## config.mk

```make
export PLATFORM = sky130hd
export DESIGN_NAME = dcc_top
export DESIGN_NICKNAME = d
export VERILOG_FILES = /design/src/dcc_pkg.sv /design/src/dcc_top.sv /design/src/dcc_route.sv
export SDC_FILE = /design/constraint.sdc
export NUM_CORES = 1
export LEC_CHECK = 0
export BUFFER_PORTS_ARGS = -buffer_cell sky130_fd_sc_hd__buf_4
export CORE_MARGIN = 1
export CORE_UTILIZATION = 47
export DETAILED_ROUTE_END_ITERATION = 10
export GPL_TIMING_DRIVEN = 0
export HOLD_SLACK_MARGIN = 0.15
export PLACE_DENSITY = 0.75
export SETUP_SLACK_MARGIN = 0.02
export SYNTH_ARGS = -nofsm -noshare
export SYNTH_HDL_FRONTEND = slang
export SYNTH_HIERARCHICAL = 1
export SYNTH_SLANG_ARGS = --single-unit
```

## constraint.sdc

```tcl
create_clock -name mclk_i -period 2 [get_ports mclk_i]
set_input_delay 0.6 -clock mclk_i [delete_from_list [all_inputs] [get_ports mclk_i]]
set_output_delay 0.6 -clock mclk_i [all_outputs]
set_load 0.02 [all_outputs]
```

## src/dcc_pkg.sv

```systemverilog
// dual comparator control package: register layout, modes, offsets, timing
// assumes an 8-bit software register port and one 10 MHz clock
package dcc_pkg;
  localparam logic [1:0] ADDR_CTRL = 2'h0;
  localparam logic [1:0] ADDR_IRQ_STATUS = 2'h1;
  localparam logic [1:0] ADDR_IRQ_MASK = 2'h2;
  localparam logic [1:0] ADDR_SETTLE = 2'h3;
  localparam int BIT_CMP2_RESULT = 7;
  localparam int BIT_CMP1_RESULT = 6;
  localparam int BIT_CMP2_INVERT = 5;
  localparam int BIT_CMP1_INVERT = 4;
  localparam int BIT_NEG_SWITCH = 3;
  localparam logic [7:0] CTRL_RESET = 8'h00;
  localparam logic [7:0] CTRL_WR_MASK = 8'h3f;
  localparam logic [7:0] IRQ_RESET = 8'h00;
  localparam logic [7:0] IRQ_BITS_MASK = 8'h01;
  localparam int IRQ_BIT_CHANGE = 0;
  localparam int CLK_HZ = 10_000_000;
  localparam int SETTLE_TIME_NS = 10_000;
  localparam int SETTLE_CYCLES = (SETTLE_TIME_NS * (CLK_HZ / 1_000_000) + 999) / 1000;
  localparam logic [7:0] SETTLE_LOAD = SETTLE_CYCLES[7:0];
  typedef enum logic [2:0] {
    MODE_RESET = 3'b000,
    MODE_ONE = 3'b001,
    MODE_TWO = 3'b010,
    MODE_THREE = 3'b011,
    MODE_FOUR = 3'b100,
    MODE_FIVE = 3'b101,
    MODE_INT_REF = 3'b110,
    MODE_OFF = 3'b111
  } dcc_mode_e;
  typedef struct packed {
    logic cmp2_invert;
    logic cmp1_invert;
    logic neg_input_switch;
    logic [2:0] cmp_mode_sel;
  } dcc_ctrl_s;
  typedef struct packed {
    logic cmp2_pos_ref;
    logic cmp1_pos_ref;
    logic [2:0] cmp2_neg_line;
    logic [2:0] cmp1_neg_line;
    logic [2:0] cmp2_pos_line;
    logic [2:0] cmp1_pos_line;
    logic cmp2_enable;
    logic cmp1_enable;
  } dcc_route_s;
  localparam logic [2:0] LINE_NONE = 3'h0;
  localparam logic [2:0] LINE_ONE = 3'h1;
  localparam logic [2:0] LINE_TWO = 3'h2;
  localparam logic [2:0] LINE_THREE = 3'h3;
  localparam logic [2:0] LINE_FOUR = 3'h4;
  localparam logic [2:0] LINE_FIVE = 3'h5;
  localparam logic [2:0] LINE_SIX = 3'h6;
endpackage

```

## src/dcc_top.sv

```systemverilog
// dual comparator control: control register, results, change flag, interrupt
// assumes comparator outputs are asynchronous levels; pin directions come from
// the port f direction register outside this block
`timescale 1ns/1ps
`default_nettype none
module dcc_top (
  // clock and reset
  input wire logic mclk_i,
  input wire logic rst_n_i,
  // register port
  input wire logic [1:0] addr_i,
  input wire logic [7:0] wdata_i,
  input wire logic wr_i,
  input wire logic rd_i,
  output logic [7:0] rdata_o,
  // analog comparator side
  input wire logic cmp1_raw_i,
  input wire logic cmp2_raw_i,
  output dcc_pkg::dcc_route_s route_o,
  output logic cmp1_out_o,
  output logic cmp2_out_o,
  // port f direction passthrough
  input wire logic [7:0] port_f_direction_i,
  output logic [7:0] port_f_direction_o,
  // status
  output logic result_valid_o,
  output logic cmp_change_flag_o,
  output logic irq_o
);
  import dcc_pkg::*;
  dcc_ctrl_s ctrl;
  logic [1:0] sync_a;
  logic [1:0] sync_b;
  logic [1:0] latched;
  logic [7:0] irq_status;
  logic [7:0] irq_mask;
  logic [7:0] settle_cnt;
  logic [7:0] rdata;
  wire sel_ctrl = addr_i == ADDR_CTRL;
  wire sel_stat = addr_i == ADDR_IRQ_STATUS;
  wire sel_mask = addr_i == ADDR_IRQ_MASK;
  wire sel_settle = addr_i == ADDR_SETTLE;
  wire wr_ctrl = wr_i && sel_ctrl;
  wire wr_stat = wr_i && sel_stat;
  wire wr_mask = wr_i && sel_mask;
  wire ctrl_access = (wr_i || rd_i) && sel_ctrl;
  wire [1:0] raw = {cmp2_raw_i, cmp1_raw_i};
  wire [1:0] sync = sync_b;
  wire [1:0] invert = {ctrl.cmp2_invert, ctrl.cmp1_invert};
  wire [1:0] result = sync ^ invert;
  wire mismatch = result != latched;
  wire [5:0] next_ctrl_bits = wdata_i[5:0] & CTRL_WR_MASK[5:0];
  dcc_ctrl_s next_ctrl;
  assign next_ctrl = dcc_ctrl_s'(next_ctrl_bits);
  wire mode_change = wr_ctrl && (next_ctrl.cmp_mode_sel != ctrl.cmp_mode_sel);
  wire [7:0] ctrl_read = {result, 6'(ctrl)};
  wire [7:0] event_bits = {7'h00, mismatch};
  wire [7:0] next_status = (irq_status & ~(wr_stat ? wdata_i : 8'h00)) | event_bits;
  always_comb
  begin
    rdata = 8'h00;
    if (sel_ctrl)
      rdata = ctrl_read;
    else if (sel_stat)
      rdata = irq_status;
    else if (sel_mask)
      rdata = irq_mask;
    else if (sel_settle)
      rdata = settle_cnt;
  end
  always_ff @(posedge mclk_i or negedge rst_n_i)
  begin
    if (!rst_n_i)
    begin
      sync_a <= 2'h0;
      sync_b <= 2'h0;
    end
    else
    begin
      sync_a <= raw;
      sync_b <= sync_a;
    end
  end
  always_ff @(posedge mclk_i or negedge rst_n_i)
  begin
    if (!rst_n_i)
      ctrl <= dcc_ctrl_s'(CTRL_RESET[5:0]);
    else if (wr_ctrl)
      ctrl <= next_ctrl;
  end
  always_ff @(posedge mclk_i or negedge rst_n_i)
  begin
    if (!rst_n_i)
      latched <= 2'h0;
    else if (ctrl_access)
      latched <= result;
  end
  always_ff @(posedge mclk_i or negedge rst_n_i)
  begin
    if (!rst_n_i)
    begin
      irq_status <= IRQ_RESET;
      irq_mask <= IRQ_RESET;
    end
    else
    begin
      irq_status <= next_status & IRQ_BITS_MASK;
      if (wr_mask)
        irq_mask <= wdata_i & IRQ_BITS_MASK;
    end
  end
  always_ff @(posedge mclk_i or negedge rst_n_i)
  begin
    if (!rst_n_i)
      settle_cnt <= 8'h00;
    else if (mode_change)
      settle_cnt <= SETTLE_LOAD;
    else if (settle_cnt != 8'h00)
      settle_cnt <= settle_cnt - 8'h01;
  end
  always_ff @(posedge mclk_i or negedge rst_n_i)
  begin
    if (!rst_n_i)
      rdata_o <= 8'h00;
    else
      rdata_o <= rd_i ? rdata : 8'h00;
  end
  dcc_route u_route (
    .ctrl_i(ctrl),
    .route_o(route_o)
  );
  assign cmp1_out_o = cmp1_raw_i ^ ctrl.cmp1_invert;
  assign cmp2_out_o = cmp2_raw_i ^ ctrl.cmp2_invert;
  assign port_f_direction_o = port_f_direction_i;
  assign result_valid_o = settle_cnt == 8'h00;
  assign cmp_change_flag_o = irq_status[IRQ_BIT_CHANGE];
  assign irq_o = |(irq_status & irq_mask);
endmodule // dcc_top
`default_nettype wire

```

## src/dcc_route.sv

```systemverilog
// dual comparator control: mode to multiplexer select decode
// assumes the analog mux takes line numbers and reference-select levels
`timescale 1ns/1ps
`default_nettype none
module dcc_route (
  // control
  input wire dcc_pkg::dcc_ctrl_s ctrl_i,
  // mux selects
  output dcc_pkg::dcc_route_s route_o
);
  import dcc_pkg::*;
  dcc_mode_e mode;
  dcc_route_s r;
  assign mode = dcc_mode_e'(ctrl_i.cmp_mode_sel);
  always_comb
  begin
    r = '0;
    r.cmp1_enable = 1'b1;
    r.cmp2_enable = 1'b1;
    r.cmp1_pos_line = LINE_FIVE;
    r.cmp1_neg_line = LINE_SIX;
    r.cmp2_pos_line = LINE_THREE;
    r.cmp2_neg_line = LINE_FOUR;
    case (mode)
      MODE_RESET:
      begin
        r.cmp1_enable = 1'b0;
        r.cmp2_enable = 1'b0;
      end
      MODE_ONE:
      begin
        r.cmp1_neg_line = LINE_FIVE;
        r.cmp1_pos_line = LINE_SIX;
      end
      MODE_TWO:
      begin
        r.cmp2_neg_line = LINE_THREE;
        r.cmp2_pos_line = LINE_FOUR;
      end
      MODE_THREE:
      begin
        r.cmp1_neg_line = LINE_SIX;
        r.cmp2_neg_line = LINE_SIX;
      end
      MODE_FOUR:
      begin
        r.cmp1_pos_line = LINE_TWO;
        r.cmp2_pos_line = LINE_ONE;
      end
      MODE_FIVE:
      begin
        r.cmp1_enable = 1'b0;
        r.cmp1_pos_line = LINE_NONE;
        r.cmp1_neg_line = LINE_NONE;
      end
      MODE_INT_REF:
      begin
        r.cmp1_pos_ref = 1'b1;
        r.cmp2_pos_ref = 1'b1;
        r.cmp1_pos_line = LINE_NONE;
        r.cmp2_pos_line = LINE_NONE;
        r.cmp1_neg_line = ctrl_i.neg_input_switch ? LINE_FIVE : LINE_SIX;
        r.cmp2_neg_line = ctrl_i.neg_input_switch ? LINE_THREE : LINE_FOUR;
      end
      MODE_OFF:
      begin
        r = '0;
      end
      default:
      begin
        r = '0;
      end
    endcase
  end
  assign route_o = r;
endmodule // dcc_route
`default_nettype wire

```

### Word level (Yosys, flattened, before mapping)

Index checks and enable logic that the tools add are counted.
Widths: inputs -> output; s select.

* equal/unequal tests: 12
* div/mod/pow operators: 0
* add/sub/neg operators: 1
* magnitude comparators: 0
* $mul: 0
* muxes and demuxes: 17
* reductions and logical operators: 17
* shift-type cells: 0
* bitwise gates (word level): 7

Operators by type and width (count)
* $mux 8: 7
* $pmux 3 s3: 3
* $eq 3x3->1 const B: 4
* $pmux 3 s4: 1
* $logic_not 8->1: 1
* $reduce_bool 8->1: 1
* $reduce_or 8->1: 1
* $sub 8x1->8 const B: 1
* $eq 3x2->1 const B: 2
* $reduce_or 2->1: 3
* $reduce_or 3->1: 2
* $logic_and 1x1->1: 5
* $eq 2x2->1 const B: 2
* $mux 2: 2
* $eq 3x1->1 const B: 1
* $logic_not 3->1: 1
* $mux 1: 3
* $mux 3: 1
* $ne 3x3->1: 1
* $and 1x1->1: 2
* $eq 2x1->1 const B: 1
* $logic_not 2->1: 1
* $ne 2x2->1: 1
* $reduce_bool 2->1: 1
* 5 further kinds: 6

* ROM bits: 0
* memories: 0
* bits in registers: 30
* bits in writable memories: 0
* latch bits: 0
* output and inout port bits: 37
* input port bits: 24
* word-level logic and storage cells: 65

### Logic depth before layout (Yosys ltp)

Gate-level depths: netlist of run 1.

* depth after elaboration: 6
* depth in mapped cells: 6
* gate-level depth less buffers: 5

### By module

Netlist of run 1, hierarchy kept.

By module, submodules not included
* dcc_top: seq. area each 750.7 µm², area an instance 1442.6 µm², cells an instance 121, times used 1
* dcc_route: seq. area each 0.0 µm², area an instance 167.7 µm², cells an instance 29, times used 1

### Least setup slack after synthesis of run 1

Ideal clock, no wire load.

* path kind: reg2out
* start: reg settle_cnt[0]
* end: out result_valid_o
* data required time: 1.400 ns
* setup slack: -0.054 ns
* arrival time: 1.454 ns
* stages on the path, launching flop included: 6
* buffers on the path: 1
* path through: dfrtp_1 > inv_1 > ha_1 > or3b_1 > clkbuf_1 > nor2_1

* longest elaborated chain between the ends: 1

RTL lines
* start: declaration: line dcc_top.sv:37 `logic [7:0] settle_cnt;`
* start signal: assignment: line dcc_top.sv:119 `settle_cnt <= settle_cnt - 8'h01;`
* $logic_not 8->1: line dcc_top.sv:135 `assign result_valid_o = settle_cnt == 8'h00;`
* end: declaration: line dcc_top.sv:26 `output logic result_valid_o,`

Every way passes these cells.

### Worst setup path in the final report of run 1

Same ends and word-level chain as after synthesis.

==> results of run 1 <==
[cell usage after synthesis (2+ instances only)]
library cell	instances
o21ai_0	6
nand2b_1	4
a21boi_0	2
clkbuf_1	2
xnor2_1	5
buf_2	3
nor3_1	3
or4_4	2
nor2b_1	8
inv_1	5
a22oi_1	7
nand3b_1	3
and2_1	3
nor4_1	2
xor2_1	4
buf_4	9
or3b_1	2
nor2_1	5
or3_1	2
nand2_1	5
nand3_1	2
mux2_2	9
dfrtp_1	30
a21oi_1	8
[logic make-up (layout without fill, tap and decap cells)]
group	after synthesis	count (layout)	share of synthesized area, %
AOI/OAI and AO/OA	31	31	13.4
xor gates and xnor gates	9	9	4.89
adders and majority gates	1	1	0.777
buffers and inverters	20	97	7.46
DFF	30	30	46.6
muxes	10	10	7.69
and+or+nand+nor	49	49	19.2
[timing repair]
item	in CTS	in global routing
setup endpoints to repair	12	12
setup buffers	18	3
gates resized for setup	26	19
pin swaps	5	2
[state kept, by name, indices dropped and copies added (netlist names)]
name and cells:
settle_cnt 8, sync_a 2, sync 2, rdata_o 8, irq_mask 1, irq_status 1, ctrl 6, latched 2
[layer usage]
metal / vias up / share of wire [%]
li1: 677 / -
met1: 696 / 40
met2: 49 / 54
met3: 6 / 4.6
met4: 0 / 1.2
met5: - / 0
[worst max-delay path: stages (launching register included)]
cell and delay [ns]:
dfrtp_1 0.41, inv_2 0.10, ha_4 0.14, or3b_4 0.40
nor2_4 0.11, buf_6 0.12
[layout make-up]
cell class | instances | area [um^2]
Multi-Input combinational cell | 100 | 835
Inverter | 5 | 18.8
Buffer | 14 | 114
Fill cell | 219 | 754
Clock buffer | 7 | 45.0
Tap cell | 44 | 55.1
Sequential cell | 30 | 757
Timing Repair Buffer | 71 | 574
[stage by stage]
stage | TNS [ns] | hold WS (ns)
finish | -0.249 | 0.180
global route | -0.560 | 0.190
CTS | -0.214 | 0.178
detailed placement | -0.137 | 0.335
global placement | -0.0890 | 0.331
floorplan | 0 | 0.304
[power breakdown]
part           internal (uW)  switching, uW  total, uW
Clock                    132            188        320
Combinational            674            648       1320
Sequential               748            150        898
Total                   1550            986       2540
[worst paths after layout]
path	to	slack [ns]	cells past startpoint	start
max reg2reg	settle_cnt[4]$_DFFE_PN0P_	0.22	6	settle_cnt[0]$_DFFE_PN0P_
max in group asynchronous	ctrl[2]$_DFFE_PN0P_	1.52	1	rst_n_i
min in group mclk_i	sync[0]$_DFF_PN0_	0.35	0	sync_a[0]$_DFF_PN0_
min reg2reg	sync[0]$_DFF_PN0_	0.35	0	sync_a[0]$_DFF_PN0_
max	result_valid_o	-0.21	5	settle_cnt[0]$_DFFE_PN0P_
min	rdata_o[0]$_DFF_PN0_	0.18	1	rst_n_i
==> results.json, run 1 <==
{
  "num_antenna_cells": 0,
  "required_ns": 1.40,
  "drcViolationCount": 0,
  "rsz0062_at_grt": "true",
  "fmax_ghz": 0.452,
  "synth_area_leader_cell": "dfrtp_1",
  "use_met2_pct": 41.8,
  "clock_path_buffers": 2,
  "p_total_uw": 2540,
  "synth.cell_area_um2": 1610,
  "irDropWorstVdd_mv": 0.609,
  "clkTransAtPathRegs_ns": 0.08,
  "grt_usage_pct": 24.0,
  "final_cell_mix": "buf_4, dfrtp_1, buf_6",
  "dp_hpwl_um": 2600,
  "placed_cells": 244,
  "synth-edff-count": 0,
  "cp-end-kind": "primary output",
  "violations": "setup timing",
  "cts-buffers-inserted": 5,
  "finalCriticalPeriod_ns": 2.21,
  "overflow": 0,
  "worstSetupPathType": "flop to primary output",
  "avgSynthCellArea_um2": 10.7,
  "final_util_pct": 76.1,
  "hp-class": "input pin to asynchronous set/reset pin",
  "synth_cells": 150,
  "power-per-cell-area_nw_per_um2": 1060,
  "clock_sinks": 30,
  "synth_seq_area_share_pct": 46.6,
  "die_width_um": 60.5,
  "synth_seq_cells": 30,
  "antenna_left": 0,
  "final_max_slew_viol_count": 0,
  "yosys_warnings": 6,
  "drt-initial-drc-count": 85,
  "drive_gt1_share_pct": 55.9,
  "pin_count": 61,
  "grt_pass1_vias": 1419,
  "area_growth_syn_to_layout_pct": 49.0,
  "num_vias": 1428,
  "finalHoldViolations": 0,
  "synth_nets": 175,
  "initial_core_util_pct": 51.1,
  "rows": 20,
  "power_leakage_uw": 0.00111,
  "ys_dominant_reg_cell": "dfrtp_1",
  "grt_util_met1_pct": 27.3,
  "nets": 252,
  "vias_per_cell": 5.27,
  "fin_crit_sh_pct": 111,
  "synth_top_area_share_pct": 46.6,
  "root_buffer": "clkbuf_4",
  "portBuffers": 50,
  "fin_area_um2": 2400,
  "cts_tree": "done",
  "maxCapViolations": 0,
  "grt_pass1_wl_um": 6310,
  "gp_congestion": 0.772,
  "status": "finished with violations",
  "path_max_fanout": 2,
  "finClkSkew_ns": 0.00595,
  "top_usage_layer": "met2",
  "fp.dieH_um": 60.5,
  "fin_ws_ns": -0.211,
  "cp-start-kind": "flop",
  "relSlewSlack_pct": 66.7,
  "hold_buffers": 0,
  "grt_max_degree": 31,
  "coreArea_um2": 3150,
  "dpl_cell_area_um2": 2040,
  "synth_cell_types": 43,
  "tightest_slew_ns": 0.498,
  "layout_commonest_cell": "buf_4",
  "wire_per_inst_um": 15.1,
  "async_reset_ff_share_pct": 100,
  "met3_usage_pct": 5.54,
  "insertion_delay_ns": 0.33,
  "setup_violations": 4,
  "dp_slack_ns": -0.137,
  "yosys-top-cells-area": "dfrtp_1, mux2_2, buf_4",
  "worst_ep_arrival_time_ns": 1.61,
  "grt_antenna_before_repair": 0,
  "htree_levels": 2,
  "first_pass_iters": 4,
  "final_cells": 271,
  "die-area_um2": 3660,
  "finalWirelength_um": 4090
}
Note: power is estimated with default switching activity, not from simulation.
==> run 2, diff against run 1 <==
--- a/config.mk
+++ b/config.mk
@@ -5,6 +5,7 @@
 export SDC_FILE = /design/constraint.sdc
 export NUM_CORES = 1
 export LEC_CHECK = 0
+export ABC_AREA = 1
 export BUFFER_PORTS_ARGS = -buffer_cell sky130_fd_sc_hd__buf_4
 export CORE_MARGIN = 1
 export CORE_UTILIZATION = 47
==> results.json, run 2 <==
{
  "status": "finished with violations",
  "violations": "setup timing",
  "yosysMostFrequentCell": "nand2_1",
  "worstSetupPathType": "flop to primary output",
  "cp-end-kind": "primary output",
  "insertion_delay_ns": 0.32,
  "fmax_ghz": 0.499,
  "synth_cells": 207,
  "pin_count": 61,
  "yosys-top-cells-area": "dfrtp_1, nand2_1, inv_1",
  "fin_crit_sh_pct": 100,
  "async_reset_ff_share_pct": 100,
  "fp.dieH_um": 61.3,
  "synth_top_area_share_pct": 45.4,
  "synth_area_leader_cell": "dfrtp_1",
  "portBuffers": 50,
  "area_growth_syn_to_layout_pct": 42.6,
  "cp-start-kind": "flop",
  "vias_per_cell": 4.90,
  "fin_area_um2": 2360,
  "num_antenna_cells": 0,
  "path_max_fanout": 3,
  "die_width_um": 61.3,
  "antenna_left": 0,
  "grt_pass1_vias": 1380,
  "die-area_um2": 3760,
  "synth-edff-count": 0,
  "finalWirelength_um": 3880,
  "power_frac_comb_pct": 46.2,
  "clkPwrFrac_pct": 16.2,
  "finalHoldViolations": 0,
  "fin_ws_ns": -0.00415,
  "dp_hpwl_um": 2570,
  "power-per-cell-area_nw_per_um2": 969,
  "avgSynthCellArea_um2": 8.00,
  "cts_tree": "done",
  "finalCriticalPeriod_ns": 2.00,
  "ys_dominant_reg_cell": "dfrtp_1",
  "maxCapViolations": 0,
  "irDropWorstVdd_mv": 0.714,
  "p_switching_uw": 918,
  "dpl_cell_area_um2": 2090,
  "grt_max_degree": 31,
  "slowest_delay_ns": 0.41,
  "final_cell_mix": "buf_4, nand2_1, dfrtp_1",
  "gp_congestion": 0.834,
  "initial_core_util_pct": 49.2,
  "required_ns": 1.40,
  "grt_pass1_wl_um": 5890,
  "final_util_pct": 70.2,
  "power_leakage_uw": 0.00127,
  "root_buffer": "clkbuf_4",
  "grt_antenna_before_repair": 0,
  "synth_seq_area_share_pct": 45.4,
  "nets": 306,
  "drcViolationCount": 0,
  "multiInputGateArea_um2": 733,
  "ys_top_cells_by_count": "nand2_1, dfrtp_1, inv_1",
  "finClkSkew_ns": 0.0127,
  "num_vias": 1606,
  "crit_path_cell_trace": "inv_2 -> ha_4 -> nor3b_4 -> nand2_2 -> inv_2 -> buf_6",
  "drt-initial-drc-count": 122,
  "top_regs": "rdata_o: 8 flops, settle_cnt: 8 flops, ctrl: 6 flops",
  "rsz0062_at_grt": "true",
  "synth_seq_cells": 30,
  "synth_nets": 232,
  "regArea_um2": 753,
  "grt_usage_pct": 22.0,
  "dp_slack_ns": 0.00542,
  "wire_per_inst_um": 11.8,
  "synth.cell_area_um2": 1660,
  "final_max_slew_viol_count": 0,
  "layout_commonest_cell": "buf_4",
  "overflow": 0,
  "slowest_stage": "dfrtp_1",
  "p_int_uw": 1370,
  "cts-buffers-inserted": 5,
  "first_pass_iters": 4,
  "relSlewSlack_pct": 74.7,
  "coreArea_um2": 3360,
  "yosys_warnings": 6,
  "p_seq_share_pct": 37.6,
  "drive_gt1_share_pct": 41.8,
  "cp_common_cell": "inv_2",
  "clock_sinks": 30,
  "fillers": 289,
  "clkTransAtPathRegs_ns": 0.10,
  "setup_violations": 1,
  "worst_ep_arrival_time_ns": 1.40,
  "tightest_slew_ns": 0.379,
  "hp-class": "input pin to asynchronous set/reset pin",
  "swShare_pct": 40.1,
  "htree_levels": 2,
  "synth_cell_types": 25,
  "clock_path_buffers": 2,
  "rows": 21
}
run 2: changes by cell type after synthesis, sizes merged, moves of 6 or more:
| cell | before | now |
|---|---|---|
| nand2 | 5 | 59 |
| inv | 5 | 33 |
| nand3 | 2 | 17 |
| nor2 | 5 | 19 |
| mux2 | 9 | 0 |
| nor2b | 8 | 0 |
| a22oi | 7 | 0 |
| o21ai | 6 | 12 |
run 2: worst max-delay path, delay by kind of cell, from the launching register on:
kind,cells,cell delay [ns]
flip-flops,1,0.41
buffers and inverters,3,0.28
AND/OR/NAND/NOR,2,0.26
adder cells (fa/ha/maj),1,0.13
run 2: logic make-up after synthesis:
| family | count (synthesis) | synth area share, % |
|---|---|---|
| DFF | 30 | 45.4 |
| xor gates and xnor gates | 6 | 3.63 |
| and+or+nand+nor | 101 | 28.2 |
| AOI/OAI and AO/OA | 25 | 9.15 |
| adders and majority gates | 1 | 0.756 |
| buffers and inverters | 44 | 12.9 |
run 2: per-stage QoR:
stage                     total power, uW  hold WS, ns  std cells  TNS (ns)
after global placement               1700        0.333        303         0
after detailed placement             1710        0.345        303         0
after CTS                            2210        0.193        325         0
final                                2290        0.190        328  -0.00415
after global routing                 2450        0.191        328    -0.272
after floorplan                      1420        0.304        207         0
run 2: final timing paths:
path	from	to	slack [ns]	cells after the start
worst min register to register	sync_a[0]$_DFF_PN0_	sync[0]$_DFF_PN0_	0.37	0
min in group mclk_i	sync_a[0]$_DFF_PN0_	sync[0]$_DFF_PN0_	0.37	0
worst min-delay path	rst_n_i	rdata_o[0]$_DFF_PN0_	0.19	1
worst max register to register	settle_cnt[1]$_DFFE_PN0P_	settle_cnt[7]$_DFFE_PN0P_	0.18	13
max in group asynchronous	rst_n_i	ctrl[1]$_DFFE_PN0P_	1.51	1
worst max-delay path	settle_cnt[1]$_DFFE_PN0P_	result_valid_o	-0.004	6
run 2: cell type report:
class	count	share of cell area [%]
Timing Repair Buffer	67	22.6
Tap cell	46	2.44
Inverter	33	5.57
Clock buffer	7	2.33
Buffer	11	3.82
Multi-Input combinational cell	133	31.1
Clock inverter	1	0.212
Sequential cell	30	31.9
run 2: routing by layer:
layer  part of all wire [%]  vias to the layer above  GRT usage, %
met1                     44                      746          29.3
met2                     48                       67          35.1
li1                       -                      789             -
met3                    6.4                        4          4.83
met5                      0                        -             0
met4                    1.3                        0          9.21
run 2: power groups by stage:
stage          sequential, uW  combinational (uW)  clock (uW)
2_1_floorplan             866                 558           0
3_3_place_gp              864                 835           0
3_5_place_dp              866                 849           0
4_1_cts                   848                 976         382
5_1_grt                   874                1160         410
6_report                  859                1060         371
run 2: timing repair:
| item | CTS | global route |
|---|---|---|
| pin swaps | 2 | 4 |
| setup buffers | 14 | 3 |
| endpoints found under the setup margin | 2 | 16 |
| hold buffers | 0 | 0 |
| gates cloned | 0 | 1 |
| resized for setup | 7 | 19 |
